**src/pdc_pkg.sv**
```systemverilog
// constants and types for the clock synthesizer configuration block
package pdc_pkg;

  // ==========================================================
  // register addresses on the serial control port
  localparam logic [15:0] PDC_ADDR_REG    = 16'h4001;  // regulator level byte
  localparam logic [15:0] PDC_ADDR_PARAM  = 16'h4002;  // first byte of the parameter word
  localparam logic [2:0]  PDC_PARAM_LAST  = 3'h5;      // index of the final burst byte
  localparam logic [5:0]  PDC_MASK_NONE   = 6'h00;

  // ==========================================================
  // reset values
  localparam logic [1:0]  PDC_LVL_RST     = 2'h1;                // 1.4 V
  localparam logic [47:0] PDC_PARAM_RST   = 48'h0753_0287_1903;
  localparam logic [47:0] PDC_PARAM_WMASK = 48'hffff_ffff_7f01;  // writable bits
  localparam logic        PDC_LOCK_RST    = 1'b1;

  // ==========================================================
  // field positions in the parameter word
  localparam int PDC_DEN_MSB  = 47;
  localparam int PDC_DEN_LSB  = 32;
  localparam int PDC_NUM_MSB  = 31;
  localparam int PDC_NUM_LSB  = 16;
  localparam int PDC_INT_MSB  = 14;
  localparam int PDC_INT_LSB  = 11;
  localparam int PDC_DIV_MSB  = 10;
  localparam int PDC_DIV_LSB  = 9;
  localparam int PDC_TYPE_BIT = 8;
  localparam int PDC_LOCK_BIT = 1;
  localparam int PDC_EN_BIT   = 0;

  // field positions in the regulator byte
  localparam int PDC_LVL_MSB  = 2;
  localparam int PDC_LVL_LSB  = 1;

  // ==========================================================
  // predivider codes and fixed ratios
  localparam logic [1:0]  PDC_DIV_NONE  = 2'h0;
  localparam logic [1:0]  PDC_DIV_4     = 2'h3;
  localparam logic [10:0] PDC_OUT_MULT  = 11'h400;  // output = 1024 x base rate
  localparam logic [2:0]  PDC_CORE_DIV  = 3'h4;     // 1024 / 256 down to core clock

  // ==========================================================
  // configuration carried to the synthesizer
  typedef struct packed {
    logic [15:0] denom;
    logic [15:0] numer;
    logic [3:0]  mult;
    logic [1:0]  prediv;
    logic        frac_mode;
    logic        enable;
  } pdc_cfg_s;

  // control port burst state
  typedef enum logic [1:0] {
    PDC_BST_IDLE   = 2'b00,
    PDC_BST_ACTIVE = 2'b01
  } pdc_burst_e;

endpackage : pdc_pkg

```
**src/pdc_top.sv**
```systemverilog
// clock synthesizer parameter word, lock flag and regulator level
`timescale 1ns/1ps
module pdc_top
  import pdc_pkg::*;
(
  // clock and reset
  input  wire logic        clk_i,
  input  wire logic        rst_i,
  // serial control port, byte level
  input  wire logic        ctl_start_i,
  input  wire logic [15:0] ctl_addr_i,
  input  wire logic        ctl_wr_i,
  input  wire logic [7:0]  ctl_wdata_i,
  input  wire logic        ctl_rd_i,
  input  wire logic        ctl_end_i,
  output logic [7:0]       ctl_rdata_o,
  output logic             ctl_rvalid_o,
  // synthesizer loop
  input  wire logic        ref_tick_i,
  input  wire logic        fb_tick_i,
  input  wire logic        lock_detect_i,
  output pdc_cfg_s         synth_cfg_o,
  output logic             ref_div_tick_o,
  output logic [4:0]       fb_ratio_o,
  output logic [10:0]      out_mult_o,
  output logic [2:0]       core_div_o,
  // core regulator
  output logic [1:0]       core_supply_output_o
);

  // ==========================================================
  // declarations
  pdc_burst_e  bst_r;
  logic [15:0] ptr_r;
  logic [5:0]  mask_r;
  logic [47:0] stage_r;
  logic [47:0] param_r;
  logic        lock_r;
  logic [1:0]  lvl_r;
  logic [1:0]  pdiv_cnt_r;
  logic [15:0] ofs;
  logic [2:0]  idx;
  logic        in_param;
  logic        in_reg;
  logic        wr_ok;
  logic        rd_ok;
  logic        apply;
  logic        lock_set;
  logic [47:0] new_word;
  logic [47:0] read_word;
  logic [7:0]  read_byte;

  // ==========================================================
  // address decode on the burst pointer
  always_comb begin
    ofs      = 16'(ptr_r - PDC_ADDR_PARAM);
    idx      = ofs[2:0];
    in_param = (ptr_r >= PDC_ADDR_PARAM) && (ofs <= {13'h0000, PDC_PARAM_LAST});
    in_reg   = (ptr_r == PDC_ADDR_REG);
    wr_ok    = ctl_wr_i && !ctl_start_i && (bst_r == PDC_BST_ACTIVE);
    rd_ok    = ctl_rd_i && !ctl_start_i && !ctl_wr_i && (bst_r == PDC_BST_ACTIVE);
  end

  // full word only once every earlier byte came in this same burst
  assign apply    = wr_ok && in_param && (idx == PDC_PARAM_LAST)
                  && (&mask_r[4:0]);
  assign new_word = {stage_r[47:8], ctl_wdata_i} & PDC_PARAM_WMASK;

  // ==========================================================
  // burst state: a start opens, an end closes
  always_ff @(posedge clk_i) begin
    if (rst_i) begin
      bst_r <= PDC_BST_IDLE;
    end else if (ctl_start_i) begin
      bst_r <= PDC_BST_ACTIVE;
    end else if (ctl_end_i) begin
      bst_r <= PDC_BST_IDLE;
    end
  end

  // auto-incrementing byte pointer
  always_ff @(posedge clk_i) begin
    if (rst_i) begin
      ptr_r <= 16'h0000;
    end else if (ctl_start_i) begin
      ptr_r <= ctl_addr_i;
    end else if (wr_ok || rd_ok) begin
      ptr_r <= 16'(ptr_r + 16'h0001);
    end
  end

  // ==========================================================
  // staging of parameter bytes, first byte is the top one
  always_ff @(posedge clk_i) begin
    if (rst_i) begin
      stage_r <= PDC_PARAM_RST;
    end else if (wr_ok && in_param) begin
      stage_r[8 * (5 - idx) +: 8] <= ctl_wdata_i;
    end
  end

  // bytes seen in the current burst; forgotten when a burst ends
  always_ff @(posedge clk_i) begin
    if (rst_i || ctl_start_i || ctl_end_i || apply) begin
      mask_r <= PDC_MASK_NONE;
    end else if (wr_ok && in_param) begin
      mask_r[idx] <= 1'b1;
    end
  end

  // live parameter word, updated only on the final byte
  always_ff @(posedge clk_i) begin
    if (rst_i) begin
      param_r <= PDC_PARAM_RST & PDC_PARAM_WMASK;
    end else if (apply) begin
      param_r <= new_word;
    end
  end

  // ==========================================================
  // lock flag: set by a lock while running, dropped only when switched off
  assign lock_set = param_r[PDC_EN_BIT] && lock_detect_i;

  always_ff @(posedge clk_i) begin
    if (rst_i) begin
      lock_r <= PDC_LOCK_RST;
    end else if (lock_set) begin
      lock_r <= 1'b1;
    end else if (!param_r[PDC_EN_BIT]) begin
      lock_r <= 1'b0;
    end
  end

  // ==========================================================
  // regulator level, reserved bits dropped
  always_ff @(posedge clk_i) begin
    if (rst_i) begin
      lvl_r <= PDC_LVL_RST;
    end else if (wr_ok && in_reg) begin
      lvl_r <= ctl_wdata_i[PDC_LVL_MSB:PDC_LVL_LSB];
    end
  end

  assign core_supply_output_o = lvl_r;

  // ==========================================================
  // readback: lock flag merged into bit 1, unmapped bytes read zero
  always_comb begin
    read_word               = param_r;
    read_word[PDC_LOCK_BIT] = lock_r;
    read_byte               = 8'h00;
    if (in_param) begin
      read_byte = read_word[8 * (5 - idx) +: 8];
    end else if (in_reg) begin
      read_byte = {5'h00, lvl_r, 1'b0};
    end
  end

  // read data held until the next read
  always_ff @(posedge clk_i) begin
    if (rst_i) begin
      ctl_rdata_o <= 8'h00;
    end else if (rd_ok) begin
      ctl_rdata_o <= read_byte;
    end
  end

  // one pulse per read byte
  always_ff @(posedge clk_i) begin
    if (rst_i) begin
      ctl_rvalid_o <= 1'b0;
    end else begin
      ctl_rvalid_o <= rd_ok;
    end
  end

  // ==========================================================
  // settings to the synthesizer
  assign synth_cfg_o = '{
    denom:     param_r[PDC_DEN_MSB:PDC_DEN_LSB],
    numer:     param_r[PDC_NUM_MSB:PDC_NUM_LSB],
    mult:      param_r[PDC_INT_MSB:PDC_INT_LSB],
    prediv:    param_r[PDC_DIV_MSB:PDC_DIV_LSB],
    frac_mode: param_r[PDC_TYPE_BIT],
    enable:    param_r[PDC_EN_BIT]
  };

  // output fixed at 1024 x base rate, core clock a quarter of it
  assign out_mult_o = PDC_OUT_MULT;
  assign core_div_o = PDC_CORE_DIV;

  // ==========================================================
  // reference predivider, one output strobe per X + 1 input strobes
  always_ff @(posedge clk_i) begin
    if (rst_i || !synth_cfg_o.enable) begin
      pdiv_cnt_r     <= 2'h0;
      ref_div_tick_o <= 1'b0;
    end else if (ref_tick_i) begin
      if (pdiv_cnt_r >= synth_cfg_o.prediv) begin
        pdiv_cnt_r     <= 2'h0;
        ref_div_tick_o <= 1'b1;
      end else begin
        pdiv_cnt_r     <= 2'(pdiv_cnt_r + 2'h1);
        ref_div_tick_o <= 1'b0;
      end
    end else begin
      ref_div_tick_o <= 1'b0;
    end
  end

  // ==========================================================
  // feedback ratio, fraction ignored in integer-only mode
  pdc_fb_ratio u_fb_ratio (
    .clk_i     (clk_i),
    .rst_i     (rst_i),
    .fb_tick_i (fb_tick_i && synth_cfg_o.enable),
    .cfg_i     (synth_cfg_o),
    .ratio_o   (fb_ratio_o)
  );
endmodule : pdc_top

```
**src/pdc_fb_ratio.sv**
```systemverilog
// feedback division ratio generator: integer part plus fractional carry
`timescale 1ns/1ps
module pdc_fb_ratio
  import pdc_pkg::*;
(
  // clock and reset
  input  wire logic     clk_i,
  input  wire logic     rst_i,
  // feedback cycle strobe and settings
  input  wire logic     fb_tick_i,
  input  wire pdc_cfg_s cfg_i,
  // ratio for the next feedback cycle
  output logic [4:0]    ratio_o
);

  // ==========================================================
  // fractional accumulator
  logic [16:0] acc_r;
  logic [16:0] sum;
  logic        carry;
  logic        frac_run;

  // running sum of the numerator, compared against the denominator
  always_comb begin
    frac_run = cfg_i.enable && cfg_i.frac_mode;
    sum      = 17'(acc_r + {1'b0, cfg_i.numer});
    carry    = frac_run && (cfg_i.denom != 16'h0000) && (sum >= {1'b0, cfg_i.denom});
  end

  // accumulator wraps modulo the denominator on each feedback cycle
  always_ff @(posedge clk_i) begin
    if (rst_i || !frac_run) begin
      acc_r <= 17'h0_0000;
    end else if (fb_tick_i) begin
      acc_r <= carry ? 17'(sum - {1'b0, cfg_i.denom}) : sum;
    end
  end

  // ==========================================================
  // ratio register: mult alone when integer-only or off, mult plus carry else
  always_ff @(posedge clk_i) begin
    if (rst_i) begin
      ratio_o <= {1'b0, PDC_PARAM_RST[PDC_INT_MSB:PDC_INT_LSB]};
    end else if (!frac_run) begin
      ratio_o <= {1'b0, cfg_i.mult};
    end else if (fb_tick_i) begin
      ratio_o <= 5'({1'b0, cfg_i.mult} + {4'h0, carry});
    end
  end

endmodule : pdc_fb_ratio

```
**config.mk**
```make
export PLATFORM = sky130hd
export DESIGN_NAME = pdc_top
export DESIGN_NICKNAME = d
export VERILOG_FILES = /design/src/pdc_pkg.sv /design/src/pdc_top.sv /design/src/pdc_fb_ratio.sv
export SDC_FILE = /design/constraint.sdc
export NUM_CORES = 1
export LEC_CHECK = 0
export CAP_MARGIN = 20
export CORE_ASPECT_RATIO = 0.9
export CORE_MARGIN = 4
export CORE_UTILIZATION = 50
export DETAILED_ROUTE_END_ITERATION = 8
export DONT_BUFFER_PORTS = 1
export PLACE_DENSITY_LB_ADDON = 0.15
export SETUP_SLACK_MARGIN = 0.4
export SYNTH_ARGS = -nofsm -noshare
export SYNTH_HDL_FRONTEND = slang
export SYNTH_HIERARCHICAL = 1
export SYNTH_SLANG_ARGS = --single-unit
```
**constraint.sdc**
```tcl
create_clock -name clk_i -period 4.9 [get_ports clk_i]
set_clock_uncertainty 0.15 [all_clocks]
set_input_delay 0.49 -clock clk_i [delete_from_list [all_inputs] [get_ports clk_i]]
set_output_delay 0.49 -clock clk_i [all_outputs]
set_load 0.1 [all_outputs]
```
=== Word level (Yosys, flattened, before mapping) ===
Index checks and enable logic that the tools add are counted.

* Word-level logic and storage cells: 84
* Bits in registers: 148
* Input bits: 33

* Shifts and indexed selects: 3
* Eq/ne operators: 3
* Mux-type cells: 14
* Magnitude comparators: 6
* Reductions and logical operators: 33
* $add $sub $neg: 8
* Bitwise gates (word level): 3

{| class="wikitable"
|+ Operators with widths
! operator !! number
|-
| $bwmux W48 || 1
|-
| $shift A8 B34 Y48 const A || 1
|-
| $shiftx A48 B33 Y8 || 1
|-
| $shiftx A8 B34 Y48 || 1
|-
| $neg A32 Y34 || 1
|-
| $mux W16 || 2
|-
| $add A17 B16 Y17 || 1
|-
| $ge A17 B16 Y1 || 1
|-
| $mux W17 || 1
|-
| $sub A17 B16 Y17 || 1
|-
| $add A16 B1 Y16 const B || 1
|-
| $eq A16 B15 Y1 const B || 1
|-
| $ge A16 B15 Y1 const B || 1
|-
| $le A16 B3 Y1 const B || 1
|-
| $logic_and A1 B1 Y1 || 16
|-
| $reduce_bool A16 Y1 || 1
|-
| $sub A16 B15 Y16 const B || 1
|-
| $mux W4 || 2
|-
| $mux W8 || 1
|-
| $logic_or A1 B1 Y1 || 6
|-
| $or A6 B6 Y6 || 1
|-
| $reduce_or A2 Y1 || 3
|-
| $add A4 B1 Y5 || 1
|-
| $reduce_and A5 Y1 || 1
|-
| 14 further kinds || 22
|}

=== Depth between registers and ports, before layout ===
* Depth after elaboration: 7
* Depth in mapped cells: 20

=== Modules after synthesis ===
Netlist, hierarchy kept.

{| class="wikitable"
|+ Modules (own cells, without submodules)
! module !! seq. area each (um^2) !! times used !! area each (um^2) !! cells an instance
|-
| pdc_top || 2322.2 || 1 || 6078.3 || 669
|-
| pdc_fb_ratio || 440.4 || 1 || 2869.0 || 372
|}

=== Worst setup path before layout ===
Ideal clock, no wire load.

* Path type: register to register
* Start: register param_r[20]
* End: register u_fb_ratio.ratio_o[1]
* Cell stages (with the launch flop): 19
* Slack: -150 ps
* Library setup time: 120 ps
* Arrival time: 4780 ps
* Cell sequence: dfxtp_1 -> ha_1 -> and3_1 -> a211o_1 -> a21o_1 -> o41a_1 -> xor2_1 -> ha_1 -> nand2_1 -> or3_1 -> o21a_1 -> o211a_4 -> buf_6 -> nor2_1 -> ha_1 -> ha_1 -> mux2i_1 -> nor2_1 -> a211o_1

* Word-level cells in the longest chain between the ends: 6

{| class="wikitable"
|+ RTL lines
! what !! line !! RTL
|-
| start, declared || pdc_top.sv:37 || <nowiki>logic [47:0] param_r;</nowiki>
|-
| start signal, assigned || pdc_top.sv:114 || <nowiki>param_r <= PDC_PARAM_RST & PDC_PARAM_WMASK;</nowiki>
|-
| start signal, assigned || pdc_top.sv:116 || <nowiki>param_r <= new_word;</nowiki>
|-
| $add A17 B16 Y17 || pdc_fb_ratio.sv:26 || <nowiki>sum = 17'(acc_r + {1'b0, cfg_i.numer});</nowiki>
|-
| $ge A17 B16 Y1 || pdc_fb_ratio.sv:27 || <nowiki>carry = frac_run && (cfg_i.denom != 16'h0000) && (sum >= {1'b0, cfg_i.denom});</nowiki>
|-
| $logic_and A1 B1 Y1 || pdc_fb_ratio.sv:27 ||
|-
| $add A4 B1 Y5 || pdc_fb_ratio.sv:47 || <nowiki>ratio_o <= 5'({1'b0, cfg_i.mult} + {4'h0, carry});</nowiki>
|-
| $mux W4 || pdc_fb_ratio.sv:46 || <nowiki>end else if (fb_tick_i) begin</nowiki>
|-
| $mux W4 || pdc_fb_ratio.sv:44 || <nowiki>end else if (!frac_run) begin</nowiki>
|-
| end signal, assigned || pdc_fb_ratio.sv:43 || <nowiki>ratio_o <= {1'b0, PDC_PARAM_RST[PDC_INT_MSB:PDC_INT_LSB]};</nowiki>
|-
| end signal, assigned || pdc_fb_ratio.sv:45 || <nowiki>ratio_o <= {1'b0, cfg_i.mult};</nowiki>
|-
| end signal, assigned || pdc_fb_ratio.sv:47 ||
|-
| end, declared || pdc_fb_ratio.sv:13 || <nowiki>output logic [4:0] ratio_o</nowiki>
|}

Every way passes these cells. The select of a mux whose other input is x is not followed.
A chain may end at the register's enable or synchronous reset.

=== Worst setup path in the final report ===
* Start: register param_r[16]
* End: register u_fb_ratio.ratio_o[1]

The elaborated chain is that of the path after synthesis.

==> impl_metrics.env <==
export IMPL_cts_buffer_depth=2
export IMPL_cts_max_level=4
export IMPL_synth_xor_area_frac=0.0411
export IMPL_port_buffers=0
export IMPL_grt_pass1_wl_um=41600
export IMPL_final_net_count=1134
export IMPL_fin_setup_tns_ps=0
export IMPL_final_common_cell="dfxtp_1"
export IMPL_ioPinCount=104
export IMPL_fmax_mhz=228
export IMPL_wl_per_cell_um=20.8
export IMPL_die_y_um=135
export IMPL_rr_endpoint="u_fb_ratio/ratio_o[1]"
export IMPL_synth_ff_type="dfxtp_1"
export IMPL_fin_crit_ps=4390
export IMPL_cp_required_ps=5070
export IMPL_cp_max_fo=6
export IMPL_syn_area_um2=8950
export IMPL_synth_compound_area_frac=0.168
export IMPL_synth_seq_cells=138
export IMPL_avgSynthCellArea_um2=8.59
export IMPL_relSlewSlack=0.321
export IMPL_crit_path_end_kind="flip-flop"
export IMPL_cts_buffers_inserted=17
export IMPL_place_congestion=0.955
export IMPL_powerDensity_nw_per_um2=462
export IMPL_r2r_slack_ps=510
export IMPL_hold_viol=0
export IMPL_ff2ff_path_depth=19
export IMPL_seq_area_frac_synth=0.309
export IMPL_wirelength_um=27200
export IMPL_placed_cells=1262
export IMPL_crit_type="flip-flop to flip-flop"
export IMPL_clock_latency_ps=430
export IMPL_synthAdderAreaFrac=0.0688
export IMPL_mostFrequentLayoutCells="dfxtp_1, nor2_1, mux2i_1, buf_4, nand2b_1"
export IMPL_die_area_um2=20100
export IMPL_yosys_warnings=6
export IMPL_antenna_found_initial=1
export IMPL_hp_class="input port to flip-flop"
export IMPL_synth_distinct_cells=81
export IMPL_hp_start="ctl_start_i"
export IMPL_firstDrtPassIters=7
export IMPL_drv_slew=0
export IMPL_rsz0062_at_grt="true"
export IMPL_worst_ir_drop_vdd_v=0.000306
export IMPL_worst_ep_arrival_time_ps=4560
export IMPL_synth_simple_area_share=0.230
export IMPL_initial_core_util=0.508
export IMPL_postPlaceCellArea_um2=9270
export IMPL_grt_overflow_total=0
export IMPL_stdcell_count=1306
export IMPL_drt_initial_drc_count=679
export IMPL_tritoncts="built"
export IMPL_grt_pass1_vias=7079
export IMPL_hold_path_endpoint="ptr_r[13]"
export IMPL_muxShareOfSynthArea=0.117
export IMPL_vias=7717
export IMPL_post_dp_hpwl_um=19300
export IMPL_synth_cells=1041
export IMPL_gr_usage_all_layers=0.269
export IMPL_synth_top_family_by_area="simple AND/OR/NAND/NOR gates"
export IMPL_maxCapViolCount=0
export IMPL_path_clk_slew_ps=60
export IMPL_ctsRootBufferMaster="clkbuf_16"
export IMPL_leakagePower_nw=4.08
export IMPL_totalPowerFinal_mw=4.63
export IMPL_synthToLayoutAreaGrowth_pct=12.1
export IMPL_r2r_start="param_r[16]"
export IMPL_design_area_um2=10000
export IMPL_layout_drive_gt1_share=0.139
export IMPL_routed_via_density=5.91
export IMPL_drc=0
export IMPL_dieWidth_um=149
export IMPL_status="completed"
export IMPL_synth_edf_count=0
export IMPL_holdPathStages=1
export IMPL_core_area_um2=17600
export IMPL_num_rows=46
export IMPL_async_flop_share=0
export IMPL_clock_sinks=138
export IMPL_grt_max_degree=131
export IMPL_worst_pin_slew_ps=1020
export IMPL_post_route_period_util=0.896
export IMPL_setup_violations_final=0
export IMPL_ant_nets=0
export IMPL_critPathLaunchType="flip-flop"
-- power by group --
part           internal (mW)  total, mW  switching, mW
Sequential              1.20       1.35          0.147
Clock                  0.772       1.29          0.515
Combinational          0.840       2.00           1.16
-- flip-flops by register name, summed over array words and instances (netlist names) --
signal	count
lock_r	1
param_r	40
mask_r	5
ptr_r	16
bst_r	1
core_supply_output_o	2
ctl_rvalid_o	1
u_fb_ratio/acc_r	17
ref_div_tick_o	1
ctl_rdata_o	8
pdiv_cnt_r	2
stage_r	39
u_fb_ratio/ratio_o	5
-- layout make-up --
type | instances | area (um^2)
fillers | 1659 | 7580
clock buffers | 20 | 457
multi-input cells | 796 | 5740
diodes | 1 | 2.50
flip-flops and latches | 138 | 2800
inverters | 41 | 154
clock inverters | 11 | 121
well taps | 240 | 300
repair buffers | 59 | 458
-- synth_stat cells (all sizes together) (3+ instances only) --
cell type    n  area (um^2)
a31oi       10         77.6
o31ai        4         35.0
a31o         3         26.3
a41oi        5         43.8
a211oi      18          135
nand2       51          191
mux2         6         67.6
o21ai       53          269
nor3        16         85.1
buf         33          267
clkbuf      45          169
mux2i       93          931
xor2        13          114
nand3       16         80.1
a22oi        3         22.5
or3         12         80.1
nand2b      52          325
nor2        94          353
or2          4         25.0
a21o        18          135
nor3b       10         85.1
nor4        20          131
and2         9         56.3
o211ai      11         92.6
o2111ai      3         26.3
xnor2       29          254
a21boi       5         37.5
ha          46          576
nand3b      22          165
a21oi       53          265
inv         40          150
o211a        3         37.5
and3b        6         52.6
dfxtp      138         2760
a211o        6         52.6
and4         5         46.3
nand4       26          188
and3        13         82.6
nor2b        8         50.1
o21a         7         52.6
-- kinds of logic after synthesis --
family / count (synthesis)
compound gates: 222
buf+inv: 119
fa+ha+maj: 48
simple gates: 369
other cells: 2
mux: 101
flops: 138
xor+xnor: 42
-- critical path: stages (launching register included) --
cell and delay [ps]:
dfxtp_4 340, ha_2 200, fa_2 410, a211oi_2 280
o211a_1 280, o21a_1 170, a21oi_1 80, xor2_1 310
ha_4 290, a21oi_4 150, a21boi_0 120, a32oi_1 170
o21a_1 200, o211a_4 210, nor2_4 40, ha_2 210
ha_1 270, mux2i_1 130, nor2_1 60, a211o_1 230
-- stage by stage --
stage / setup WS (ps) / hold slack [ps] / util
5_1_grt: 350 / 25.2 / 0.570
4_1_cts: 401 / 0.0369 / 0.564
3_3_place_gp: 363 / 298 / 0.526
6_report: 512 / 38.1 / 0.570
2_1_floorplan: 405 / 280 / -
3_5_place_dp: 286 / 306 / 0.526
-- per-layer routing --
layer | GRT usage | part of all wire | vias to the layer above
met5 | 0 | 0 | -
met1 | 0.392 | 0.48 | 3644
li1 | - | - | 3766
met2 | 0.384 | 0.42 | 274
met4 | 0.0742 | 0.019 | 0
met3 | 0.0809 | 0.084 | 33
-- worst max path at each step --
stage                     depth (start not counted)  slack (ps)         from                     to
after global routing                             19         350  param_r[16]  u_fb_ratio/ratio_o[1]
after CTS                                        19         400  param_r[16]  u_fb_ratio/ratio_o[1]
after floorplan                                  18         400  param_r[19]  u_fb_ratio/ratio_o[1]
after detailed placement                         19         290  param_r[16]  u_fb_ratio/ratio_o[1]
after global placement                           19         360  param_r[16]  u_fb_ratio/ratio_o[1]
final                                            19         510  param_r[16]  u_fb_ratio/ratio_o[1]
-- timing repair --
| item | 4_1_cts | 5_1_grt |
|---|---|---|
| pin swaps | 1 | 12 |
| endpoints found under the hold margin | 8 | 0 |
| resized for setup | 3 | 16 |
| hold buffers | 6 | 0 |
| gates cloned | 0 | 0 |
| buffers inserted | 1 | 4 |
| setup endpoints to repair | 3 | 4 |
Power figures use the tool's default switching activity.
